**config.mk**
```make
export PLATFORM = sky130hd
export DESIGN_NAME = ppw_top
export DESIGN_NICKNAME = d
export VERILOG_FILES = /design/src/logic/ppw_pkg.sv /design/src/logic/ppw_word_if.sv /design/src/logic/ppw_buf.sv /design/src/logic/ppw_top.sv
export SDC_FILE = /design/constraint.sdc
export NUM_CORES = 1
export LEC_CHECK = 0
export ABC_CLOCK_PERIOD_IN_PS = 8900
export BUFFER_PORTS_ARGS = -buffer_cell sky130_fd_sc_hd__buf_2
export CORE_MARGIN = 3
export CORE_UTILIZATION = 60
export CTS_CLUSTER_SIZE = 20
export DETAILED_ROUTE_END_ITERATION = 8
export PLACE_DENSITY_LB_ADDON = 0.25
export SLEW_MARGIN = 30
export SYNTH_ARGS = -nofsm -noshare
export SYNTH_HDL_FRONTEND = slang
export SYNTH_HIERARCHICAL = 1
export SYNTH_SLANG_ARGS = --single-unit
```
**constraint.sdc**
```tcl
create_clock -name clock -period 8.9 [get_ports clock]
set_input_delay 0.445 -clock clock [delete_from_list [all_inputs] [get_ports clock]]
set_output_delay 0.445 -clock clock [all_outputs]
set_load 0.02 [all_outputs]
```
**src/logic/ppw_pkg.sv**
```systemverilog
// Shared constants and types of the per-clock pulse width modulator
package ppw_pkg;
    localparam int SUB_BITS = 5;
    localparam logic [5:0] SUB_COUNT = 6'h20;
    localparam logic [4:0] PHASE_LAST = 5'h1F;
    localparam logic [4:0] PHASE_FIRST = 5'h00;
    localparam logic [7:0] CODE_MIN = 8'h00;
    localparam logic [7:0] CODE_MAX = 8'hFF;
    localparam logic [8:0] WIDTH_ROUND = 9'h004;
    localparam int WIDTH_SHIFT = 3;
    localparam logic [4:0] CAL_DIV_LAST = 5'h1F;
    localparam logic [5:0] CAL_STEP_LAST = 6'h3F;
    localparam logic [5:0] TRIM_RESET = 6'h00;
    localparam int CAL_BOUND_CYC = 32 * 64;

    typedef struct packed {
        logic [7:0] code;
        logic single_edge;
        logic side;
    } ppw_word_t;

    localparam ppw_word_t WORD_IDLE = '{code: 8'h00, single_edge: 1'b0, side: 1'b0};

    typedef enum logic [2:0] {
        CAL_IDLE = 3'b001,
        CAL_TRIG = 3'b010,
        CAL_RUN = 3'b100
    } ppw_cal_t;
endpackage

```
**src/logic/ppw_word_if.sv**
```systemverilog
// Valid/ready carrier for width words between the modulator's modules
`timescale 1ns/1ps
interface ppw_word_if;
    import ppw_pkg::*;
    logic valid;
    logic ready;
    ppw_word_t data;
    modport src (output valid, output data, input ready);
    modport dst (input valid, input data, output ready);
endinterface

```
**src/logic/ppw_buf.sv**
```systemverilog
// Two-entry word buffer with valid/ready on both sides
`timescale 1ns/1ps
module ppw_buf
    import ppw_pkg::*;
(
    input wire logic clock,
    input wire logic rstn,
    ppw_word_if.dst fill,
    ppw_word_if.src drain
);
    typedef struct packed {
        ppw_word_t [1:0] mem;
        logic wr_ptr;
        logic rd_ptr;
        logic [1:0] count;
    } ppw_buf_st_t;

    ppw_buf_st_t st_q;
    ppw_buf_st_t st_d;
    logic push;
    logic pop;

    assign fill.ready = (st_q.count != 2'd2);
    assign drain.valid = (st_q.count != 2'd0);
    assign drain.data = st_q.mem[st_q.rd_ptr];
    assign push = fill.valid && fill.ready;
    assign pop = drain.valid && drain.ready;

    always_comb begin
        st_d = st_q;
        if (push) begin
            st_d.mem[st_q.wr_ptr] = fill.data;
            st_d.wr_ptr = ~st_q.wr_ptr;
        end
        if (pop) begin
            st_d.rd_ptr = ~st_q.rd_ptr;
        end
        st_d.count = 2'(st_q.count + {1'b0, push} - {1'b0, pop});
    end

    always_ff @(posedge clock or negedge rstn) begin
        if (!rstn) begin
            st_q <= '0;
        end else begin
            st_q <= st_d;
        end
    end
endmodule

```
**src/logic/ppw_top.sv**
```systemverilog
// Per-clock pulse width modulator with calibration sequencer
// Functional notes
// - Width code and placement bits are captured on clock edges; controller supplies each period.
// - Inputs pass two register stages plus the output register before their pulse appears.
// - Code zero gives a fully low period regardless of placement.
// - Code 255 gives a fully high period, placement ignored.
// - Width rises monotonically with code, zero to full period.
// - Top code pulse runs slightly past the period end.
// - Pulses meeting at a period boundary stay continuously high.
// - Force-high input holds the output high.
// - Releasing force-high resumes normal pulse generation.
// - Low-power input low shuts nonessential logic; recalibrate afterwards.
// - Calibration done rises within a fixed bound after trigger falls.
// - Ramp trim steps every 32nd clock, 64 steps at most.
// - Trigger held high at least 1 us; calibration starts on fall.
// - Single-edge high: side high right, side low left; else centered.
`timescale 1ns/1ps
module ppw_top
    import ppw_pkg::*;
(
    input wire logic clock,
    input wire logic rstn,
    // Word stream from the controller
    input wire logic [7:0] width_code,
    input wire logic single_edge_select,
    input wire logic edge_side_select,
    input wire logic in_valid,
    output logic in_ready,
    // Overrides
    input wire logic force_high,
    input wire logic power_reduce_n,
    // Calibration trigger, pulse output and calibration results
    input wire logic cal_start,
    output logic pwm_out,
    output logic cal_done,
    output logic [5:0] ramp_trim
);
    // Whole module state, registered in one place
    typedef struct packed {
        logic [4:0] phase;
        ppw_word_t act;
        // Period just ended held the top code
        logic carry_full;
        logic out;
        ppw_cal_t cal;
        logic [4:0] div;
        logic [5:0] step;
        logic done;
        logic [5:0] trim;
    } ppw_st_t;

    ppw_st_t st_q;
    ppw_st_t st_d;

    ppw_word_if in_w ();
    ppw_word_if act_w ();

    // True on the last subdivision, where the next word is taken
    function automatic logic ppw_period_end(input logic [4:0] ph);
        ppw_period_end = (ph == PHASE_LAST);
    endfunction

    // Number of subdivisions a code covers, rounded to the nearest step
    function automatic logic [5:0] ppw_width_of(input logic [7:0] code);
        logic [8:0] scaled;
        scaled = 9'(code) + WIDTH_ROUND;
        ppw_width_of = 6'(scaled >> WIDTH_SHIFT);
    endfunction

    // First high subdivision of a pulse, per placement mode
    function automatic logic [5:0] ppw_start_of(input ppw_word_t w);
        logic [5:0] width;
        logic [5:0] slack;
        width = ppw_width_of(w.code);
        slack = 6'(SUB_COUNT - width);
        if (!w.single_edge) begin
            ppw_start_of = slack >> 1;
        end else if (w.side) begin
            ppw_start_of = slack;
        end else begin
            ppw_start_of = 6'h00;
        end
    endfunction

    // Decide whether a word's pulse is high at a given subdivision
    function automatic logic ppw_pulse_at(input ppw_word_t w, input logic [4:0] ph);
        logic [5:0] width;
        logic [5:0] start;
        logic [5:0] p;
        width = ppw_width_of(w.code);
        start = ppw_start_of(w);
        p = {1'b0, ph};
        if (w.code == CODE_MIN) begin
            ppw_pulse_at = 1'b0;
        end else if (w.code == CODE_MAX) begin
            ppw_pulse_at = 1'b1;
        end else begin
            // Right-aligned start plus width lands exactly on the period end
            ppw_pulse_at = (p >= start) && (p < 6'(start + width));
        end
    endfunction

    // One decode per subdivision; the output then only picks by phase
    logic [SUB_COUNT-1:0] act_pat;
    generate
        for (genvar i = 0; i < SUB_COUNT; i++) begin : g_pat
            assign act_pat[i] = ppw_pulse_at(st_q.act, 5'(i));
        end
    endgenerate

    // First register stage is the buffer entry
    assign in_w.valid = in_valid;
    assign in_w.data = '{
        code: width_code,
        single_edge: single_edge_select,
        side: edge_side_select
    };
    assign in_ready = in_w.ready;

    // Two-deep queue absorbs a controller that runs ahead of the period
    ppw_buf i_ppw_buf (
        .clock(clock),
        .rstn(rstn),
        .fill(in_w),
        .drain(act_w)
    );

    // Drain once per output period, so the buffer really fills
    assign act_w.ready = ppw_period_end(st_q.phase);

    // The output register adds one clock: the pin shows phase k after
    // the edge that ends phase k, so a period on the pin runs from
    // phase 1 to phase 0 of the following one.
    always_comb begin
        st_d = st_q;
        st_d.phase = 5'(st_q.phase + 5'd1);
        if (ppw_period_end(st_q.phase)) begin
            // Second stage: word active for the coming period
            st_d.act = act_w.valid ? act_w.data : WORD_IDLE;
            st_d.carry_full = (st_q.act.code == CODE_MAX);
        end
        if (force_high) begin
            st_d.out = 1'b1;
        end else begin
            // Overrun into the next period keeps boundaries seamless
            st_d.out = act_pat[st_q.phase]
                       || (st_q.carry_full && st_q.phase == PHASE_FIRST);
        end

        // No analog compare ends the sequence early here, so unless cal_start rises
        // again or power_reduce_n falls it runs every step and the trim settles at its top value.
        unique case (st_q.cal)
            CAL_IDLE: begin
                if (cal_start) begin
                    st_d.cal = CAL_TRIG;
                    st_d.done = 1'b0;
                end
            end
            CAL_TRIG: begin
                if (!cal_start) begin
                    st_d.cal = CAL_RUN;
                    st_d.div = 5'd0;
                    st_d.step = 6'd0;
                    st_d.trim = TRIM_RESET;
                end
            end
            CAL_RUN: begin
                st_d.div = 5'(st_q.div + 5'd1);
                if (cal_start) begin
                    st_d.cal = CAL_TRIG;
                end else if (st_q.div == CAL_DIV_LAST) begin
                    st_d.trim = 6'(st_q.trim + 6'd1);
                    st_d.step = 6'(st_q.step + 6'd1);
                    if (st_q.step == CAL_STEP_LAST) begin
                        st_d.trim = st_q.trim;
                        st_d.done = 1'b1;
                        st_d.cal = CAL_IDLE;
                    end
                end
            end
            default: begin
                st_d.cal = CAL_IDLE;
            end
        endcase

        if (!power_reduce_n) begin
            // Sequencer off; the old trim is no longer trusted
            st_d.cal = CAL_IDLE;
            st_d.done = 1'b0;
            // Calibration counters parked so they stop toggling while power is reduced
            st_d.div = 5'h00;
            st_d.step = 6'h00;
        end
    end

    always_ff @(posedge clock or negedge rstn) begin
        if (!rstn) begin
            st_q <= '{
                phase: PHASE_FIRST,
                act: WORD_IDLE,
                carry_full: 1'b0,
                out: 1'b0,
                cal: CAL_IDLE,
                div: 5'h00,
                step: 6'h00,
                done: 1'b0,
                trim: TRIM_RESET
            };
        end else begin
            st_q <= st_d;
        end
    end

    assign pwm_out = st_q.out;
    assign cal_done = st_q.done;
    assign ramp_trim = st_q.trim;
endmodule

```
After elaboration in Yosys (flattened, before gate mapping)
Index checks and enable logic that the tools add are counted.
{"block": "totals", "ff_bits": 62, "output_inout_bits": 9, "inputBits": 16}
{"block": "op_classes", "n_lt_le_gt_ge": 68, "n_bitwise": 2, "n_eq_ne": 21, "n_mux": 90, "add_sub_neg": 9, "reduce_logical": 46}
{"op": "5-bit by 6-bit greater-or-equal comparator with 1-bit output (first input constant)", "count": 16}
{"op": "5-bit by 6-bit < comparator with 1-bit output (first input constant)", "count": 16}
{"op": "1-bit 2-to-1 mux", "count": 67}
{"op": "4-bit by 6-bit greater-or-equal comparator with 1-bit output (first input constant)", "count": 8}
{"op": "4-bit by 6-bit < comparator with 1-bit output (first input constant)", "count": 8}
{"op": "10-bit 2-to-1 mux", "count": 4}
{"op": "1-bit logical AND", "count": 36}
{"op": "13-bit 2-to-1 mux", "count": 2}
{"op": "3-bit by 6-bit greater-or-equal comparator with 1-bit output (first input constant)", "count": 4}
{"op": "3-bit by 6-bit < comparator with 1-bit output (first input constant)", "count": 4}
{"op": "11-bit one-hot mux with 2 select lines", "count": 1}
{"op": "20-bit bitwise mux", "count": 1}
{"op": "6-bit 2-to-1 mux", "count": 3}
{"op": "15-bit 2-to-1 mux", "count": 1}
{"op": "3-bit != test (second input constant)", "count": 5}
{"op": "14-bit 2-to-1 mux", "count": 1}
{"op": "6-bit by 1-bit adder with 6-bit output (second input constant)", "count": 2}
{"op": "1-bit by 6-bit greater-or-equal comparator with 1-bit output (first input constant)", "count": 2}
{"op": "2-bit by 6-bit greater-or-equal comparator with 1-bit output (first input constant)", "count": 2}
{"op": "1-bit by 6-bit < comparator with 1-bit output (first input constant)", "count": 2}
{"op": "2-bit by 6-bit < comparator with 1-bit output (first input constant)", "count": 2}
{"op": "3-bit 2-to-1 mux", "count": 4}
{"op": "6-bit one-hot mux with 2 select lines", "count": 1}
{"op": "5-bit by 1-bit adder with 5-bit output (second input constant)", "count": 2}
{"op": "30 further kinds", "count": 42}

Depth between registers and ports, before layout
Gate-level depths: netlist (run 1).
{"block": "logic_depth", "ltp_word": 13, "depth_mapped": 19}

Cells and area by module
Netlist (run 1), hierarchy kept.
{"mod": "ppw_top", "n_inst": 1, "area_each_um2": 3021.6, "cells_per_inst": 366}
{"mod": "ppw_buf", "n_inst": 1, "area_each_um2": 1154.9, "cells_per_inst": 70}

Worst setup path before layout (run 1)
OpenSTA, ideal clock, no wires.
{"block": "synth_path", "path_type": "register to register", "from": "register st_q[27] (netlist name)", "to": "register st_q (netlist bit pwm_out)", "arrival_time_ns": 4.160, "stages_incl_launch_ff": 19, "t_required_ns": 8.766, "setup_ns": 0.134, "setup_slack_ns": 4.606, "period_less_slack_ns": 4.294, "cell_sequence": "dfrtp_1 -> ha_1 -> xor2_1 -> inv_1 -> ha_1 -> xnor2_1 -> xnor2_1 -> o21ai_0 -> inv_1 -> ha_1 -> a211oi_1 -> nor3b_1 -> o22ai_1 -> xor2_1 -> o41ai_1 -> a21oi_1 -> a211oi_1 -> o22a_1 -> o211ai_1"}
{"item": "to (signal assigned)", "line_no": "ppw_top.sv:198", "rtl": "st_q <= '{"}
{"item": "to (signal assigned)", "line_no": "ppw_top.sv:210", "rtl": "st_q <= st_d;"}
{"item": "to (decl)", "line_no": "ppw_top.sv:52", "rtl": "ppw_st_t st_q;"}

==> impl_results.md, run 1 <==
* Run status: completed
* RSZ-0062 raised after global routing: no
* Crit Reg-Reg Startpoint: st_q[27]$_DFFE_PN0P_
* Non-Filler Instances at 533
* Max-cap violations at 0
* 1st-iter DRT viols at 174
* Site Rows at 29
* Later-pin clock latency in the skew report at 340 ps
* Syn Nets at 470
* Share of cells above drive strength 1 at 19.7%
* Antenna Diode Count at 0
* Via Count at 3358
* Root Buffer: clkbuf_8
* Layout area overhead at 7.07%
* Worst reg-to-reg setup slack at 4020 ps
* Chip width at 89.4 um
* Post-Syn Instances at 436
* Cell area after synthesis at 4180 um2
* Tightest Pin Transition at 763 ps
* Final wirelength at 9.13 mm
* Sequential share of the synthesized area at 37.2%
* Initial Util at 63.9%
* Worst Setup End Kind: flop
* Startpoint types: flop
* Power per cell area at 442 nW/um2
* Setup tns final at 0 ps
* Vias in the first global route at 3199
* Crit path time final at 4880 ps
* RePlAce Congestion at 0.989
* Cell variety after synth at 73
* CTS resizes at 0
* Seq cells post-synth at 62
* Most used DFF post-synth: dfrtp_1
* Post-synth EDFFs at 0
* Initial antenna violation count at 0
* GR Overflow Total at 0
* Worst setup path class: flop to flop
* Worst min path class: input port to async pin
* CTS sink cnt at 62
* Post-DRT Antenna Nets at 0
* Reg2reg path depth at 18
* CP max FO at 8
* Worst setup path startpoint: st_q[27]$_DFFE_PN0P_
* I/O pins at 25
* Port buffer count at 24
* Clock transition at the registers of the reported paths at 70 ps
* Final nets at 485
* Max Freq at 205 MHz
* Clock tree buffer depth at 2
* LEAKAGE at 1.97 nW
* Inserted Clock Buffers at 9
* Max-slew violations at 0
* Final worst-path cycle share at 54.9%
* Largest net degree at the start of global routing at 63
* Detail Placement HPWL at 6.63 mm
* H-tree levels at 3
* Critical path arrival at 5100 ps
* Avg Cell Area, Syn at 9.58 um2
* Via density at 6.30
* DRT Pass-1 Iters at 5
* Maximum vdd ir drop at 0.000228 V
* Worst R2R End: pwm_out$_DFF_PN0_
* Global-route wire length before repair at 15.6 mm
* Post-CTS Hold Fix Bufs at 0
* Async SR Flop Fraction at 100%
* Slew HR at 49.2%
* Die Y at 89.4 um
* Yosys warns at 6
* Drt wl/cell at 17.1 um
* Setup Fix Bufs, Post-CTS at 0
* All-Layer GR Usage at 25.5%
* Required time of the critical path at 9110 ps
* Inst Count DP at 517
* Final hold violations at 0
* # setup viols final at 0
* DRC violations left at 0
* # fillers at 523
* Die area at 8000 um2
* CTS tree: yes
* Worst hold slack at 253 ps
* Core area at 6530 um2
* Max Clock Skew at 7.60 ps
## worst max-delay path by stage
stage / to / slack [ps]
floorplan: pwm_out$_DFF_PN0_ / 4610
global placement: pwm_out$_DFF_PN0_ / 4270
detailed placement: pwm_out$_DFF_PN0_ / 4100
CTS: pwm_out$_DFF_PN0_ / 4060
global route: pwm_out$_DFF_PN0_ / 3500
finish: pwm_out$_DFF_PN0_ / 4020
## synth_stat cells (3+ instances only)
cell type / count / area share, %
a211oi_1: 4 / 0.72
a21boi_0: 4 / 0.72
a21o_1: 5 / 0.90
a21oi_1: 25 / 3.0
a22o_1: 3 / 0.63
a311oi_1: 3 / 0.63
a31o_2: 3 / 0.63
and2_1: 6 / 0.90
and3_1: 4 / 0.60
buf_2: 3 / 0.36
buf_4: 6 / 1.1
buf_6: 3 / 0.81
clkbuf_1: 8 / 0.72
dfrtp_1: 61 / 37
ha_1: 17 / 5.1
inv_1: 20 / 1.8
mux2_2: 11 / 3.0
mux2_4: 20 / 7.2
nand2_1: 29 / 2.6
nand2b_1: 7 / 1.0
nand3_1: 24 / 2.9
nand3b_1: 3 / 0.54
nand4_1: 6 / 0.90
nor2_1: 25 / 2.2
nor2b_1: 4 / 0.60
nor3_1: 7 / 0.84
nor3b_1: 3 / 0.54
nor4_1: 3 / 0.45
o21ai_0: 36 / 4.3
o21ai_1: 4 / 0.48
or2_2: 3 / 0.45
xnor2_1: 14 / 2.9
xor2_1: 12 / 2.5
## final cells by class
type                            count  area (um2)  area share [%]
Inverter                           22        85.1            1.90
Timing Repair Buffer               25         128            2.85
Multi-Input combinational cell    331        2410            53.9
Tap cell                           77        96.3            2.15
Clock buffer                       10         138            3.08
Clock inverter                      6        61.3            1.37
Sequential cell                    62        1550            34.7
## flip-flops by register name, indices dropped and copies added (netlist names)
| name | flops |
|---|---|
| st_q | 30 |
| cal_done | 1 |
| i_ppw_buf/st_q | 24 |
| ramp_trim | 6 |
| pwm_out | 1 |
## worst max-delay path: stages, from the launching register on
cell and delay [ps]:
dfrtp_1 480, ha_1 300, xor2_1 350, inv_1 90, ha_1 270, xnor2_1 150
xnor2_1 160, o21ai_0 350, inv_1 160, ha_1 300, a211oi_1 310, nor3b_1 130
o22ai_1 320, xor2_1 260, o32a_1 390, o311ai_0 420, nand3b_1 130, o2111ai_1 90
o211ai_1 110
## through the flow
stage	total power (W)	area (um2)	setup WS [ps]	util [%]
final	0.00198	4470	4020	68.5
after global routing	0.00216	4470	3500	68.5
after CTS	0.00196	4470	4060	68.5
after detailed placement	0.00170	4270	4100	65.4
after global placement	0.00167	4270	4270	65.4
after floorplan	0.00144	4180	4610	-
## cell usage in the layout (no fill, tap or decap), types with 4 or more instances in the layout
cell type   n
a21oi_1    25
dfrtp_1    61
a21boi_0    4
and3_1      4
xor2_1     12
clkbuf_8   10
nor2_1     25
nand2_1    29
ha_1       17
a21o_1      5
o21ai_0    36
nor3_1      7
nand3_1    24
mux2_4     20
buf_2      24
nand2b_1    7
nor2b_1     4
a211oi_1    4
nand4_1     6
o21ai_1     4
mux2_2     11
xnor2_1    14
and2_1      6
inv_1      20
## per-layer routing
layer,wire [um],vias to the layer above,GRT usage (%)
met3,507,13,4.79
met5,0,-,0
met1,4180,1616,35.8
met4,128,0,8.66
met2,4320,108,39.9
li1,-,1621,-
## cell families (layout without fill, tap and decap cells)
logic type,Yosys count,after routing,share of synthesized area (%)
mux,32,32,10.4
fa+ha+maj,18,18,5.57
simple gates,141,141,18.2
flops,62,62,37.2
compound gates,114,114,18.1
buf+inv,43,63,5.09
xor+xnor,26,26,5.45
## report_power, final
group / internal (W) / total [W] / switching (W)
Sequential: 0.000363 / 0.000450 / 0.0000868
Combinational: 0.000540 / 0.00128 / 0.000743
Clock: 0.000136 / 0.000245 / 0.000109
(Power assumes the default switching activity.)
==> run 2, diff against run 1 <==
--- a/config.mk
+++ b/config.mk
@@ -5,7 +5,7 @@
 export SDC_FILE = /design/constraint.sdc
 export NUM_CORES = 1
 export LEC_CHECK = 0
-export ABC_CLOCK_PERIOD_IN_PS = 8900
+export ABC_CLOCK_PERIOD_IN_PS = 5000
 export BUFFER_PORTS_ARGS = -buffer_cell sky130_fd_sc_hd__buf_2
 export CORE_MARGIN = 3
 export CORE_UTILIZATION = 60
==> constraint.sdc (replaced) <==
create_clock -name clock -period 5 [get_ports clock]
set_input_delay 0.25 -clock clock [delete_from_list [all_inputs] [get_ports clock]]
set_output_delay 0.25 -clock clock [all_outputs]
set_load 0.02 [all_outputs]
==> run 2 against run 1 <==
  * Via count shrank 0.68%
  * Clock skew barely moved
  * Wire length is 2.0% lower
  * Core utilization grew 0.61 points
  * Maximum frequency up 5.9%
  * Setup slack got worse by 3600 ps
  * Global-route usage is 0.55 points lower
  * First-iteration DRC count grew 31%
  * Count of clock-buffer cells in the layout unchanged
  * Final area grew 0.90%
  * Non-clock buffer count rose by 1
  * Largest cell class unchanged
==> impl_results.md, run 2 (synthesized netlist as in run 1, its figures left out) <==
* H-tree levels at 3
* Startpoint types: flop
* Critical path arrival at 4820 ps
* Later-pin clock latency in the skew report at 340 ps
* Max-slew violations at 0
* Layout area overhead at 8.03%
* Post-DRT Antenna Nets at 0
* Port buffer count at 24
* Final worst-path cycle share at 92.2%
* Worst min path class: input port to async pin
* # setup viols final at 0
* Reg2reg path depth at 18
* Final nets at 486
* Final hold violations at 0
* Vias in the first global route at 3238
* RSZ-0062 raised after global routing: no
* Root Buffer: clkbuf_8
* Detail Placement HPWL at 6.45 mm
* CTS tree: yes
* CP max FO at 8
* Via density at 6.25
* Drt wl/cell at 16.8 um
* Worst setup path class: flop to flop
* Worst reg-to-reg setup slack at 390 ps
* GR Overflow Total at 0
* Run status: completed
* Share of cells above drive strength 1 at 21.4%
* Die area at 8000 um2
* Max-cap violations at 0
* CTS sink cnt at 62
* Site Rows at 29
* Global-route wire length before repair at 15.4 mm
* CP top delay family: compound AO/OA/AOI/OAI gates
* Setup tns final at 0 ps
* Worst path slowest cell: fa_1
* Chip width at 89.4 um
* Core area at 6530 um2
* Crit path time final at 4610 ps
* Inserted Clock Buffers at 9
* All-Layer GR Usage at 25.0%
* Final wirelength at 8.95 mm
* Required time of the critical path at 5210 ps
* Largest register by flop count: st_q
* CP bufs+invs at 3
* 1st-iter DRT viols at 228
* Initial Util at 63.9%
* Initial antenna violation count at 0
* Most frequent cells in the layout: dfrtp_1, o21ai_0, nand2_1
* DRT Pass-1 Iters at 6
* Most used cell, CP: inv_1
* DRC violations left at 0
* Die Y at 89.4 um
* Worst R2R End: pwm_out$_DFF_PN0_
* Largest net degree at the start of global routing at 63
* Largest stage delay on the critical path at 480 ps
* Crit Reg-Reg Startpoint: st_q[28]$_DFFE_PN0P_
* Max reg flops at 30
* Max Freq at 217 MHz
* Max Clock Skew at 7.94 ps
* Leading cell type in the layout, fill and taps excluded: dfrtp_1
* I/O pins at 25
* Worst Setup End Kind: flop
* CP Cell Sequence: inv_1 > ha_2 > inv_1 > ha_1 > xnor2_1 > xnor2_1 > o21ai_1 > inv_1 > fa_1 > a21o_1 > a21oi_2 > xor2_1 > nor3_2 > o41ai_1 > a21oi_1 > a211oi_1 > o22a_1 > o211ai_1
* Tightest Pin Transition at 764 ps
* Slew HR at 49.1%
* Via Count at 3335
* RePlAce Congestion at 0.989
* Post-CTS Hold Fix Bufs at 0
* Clock tree buffer depth at 2
* Clock transition at the registers of the reported paths at 70 ps
* Antenna Diode Count at 0
run 2: cell types whose count changed in the layout (fill, tap and decap cells not counted), sizes merged:
| cell | delta |
|---|---|
| buf | +1 |
run 2: final cells by class:
type	count	area, um2
Inverter	22	85.1
Clock buffer	10	138
Multi-Input combinational cell	331	2440
Fill cell	515	2020
Timing Repair Buffer	26	135
Tap cell	77	96.3
Sequential cell	62	1550
Clock inverter	6	61.3
run 2: repair_timing:
action                     in CTS  in global routing
setup endpoints to repair       0                  1
buffers inserted                0                  1
gates resized for setup         0                  8
run 2: routing by layer:
metal | share of wire [%] | vias to the layer above | GRT usage (%)
li1 | - | 1617 | -
met1 | 46 | 1585 | 35.0
met2 | 46 | 102 | 37.8
met3 | 5.6 | 31 | 5.81
met4 | 2.6 | 0 | 9.34
met5 | 0 | - | 0
run 2: stage by stage:
stage	instance area (um2)	worst slack [ps]	utilization [%]	hold slack [ps]	cells
floorplan	4180	706	-	-45.6	436
global placement	4270	362	65.4	446	517
detailed placement	4270	230	65.4	457	517
CTS	4470	189	68.5	86.9	533
global route	4510	31.6	69.1	122	534
finish	4510	389	69.1	53.3	534
run 2: worst max-delay path by stage:
stage	start	end	slack [ps]	depth (start not counted)
4_1_cts	st_q[27]$_DFFE_PN0P_	pwm_out$_DFF_PN0_	190	18
3_3_place_gp	st_q[27]$_DFFE_PN0P_	pwm_out$_DFF_PN0_	360	18
2_1_floorplan	st_q[27]$_DFFE_PN0P_	pwm_out$_DFF_PN0_	710	18
5_1_grt	st_q[28]$_DFFE_PN0P_	pwm_out$_DFF_PN0_	30	18
3_5_place_dp	st_q[27]$_DFFE_PN0P_	pwm_out$_DFF_PN0_	230	18
6_report	st_q[28]$_DFFE_PN0P_	pwm_out$_DFF_PN0_	390	18
Power of run 2 is left out: the tool's default activity adds up to more than one toggle a clock period on the data nets, which glitch-free logic cannot reach.
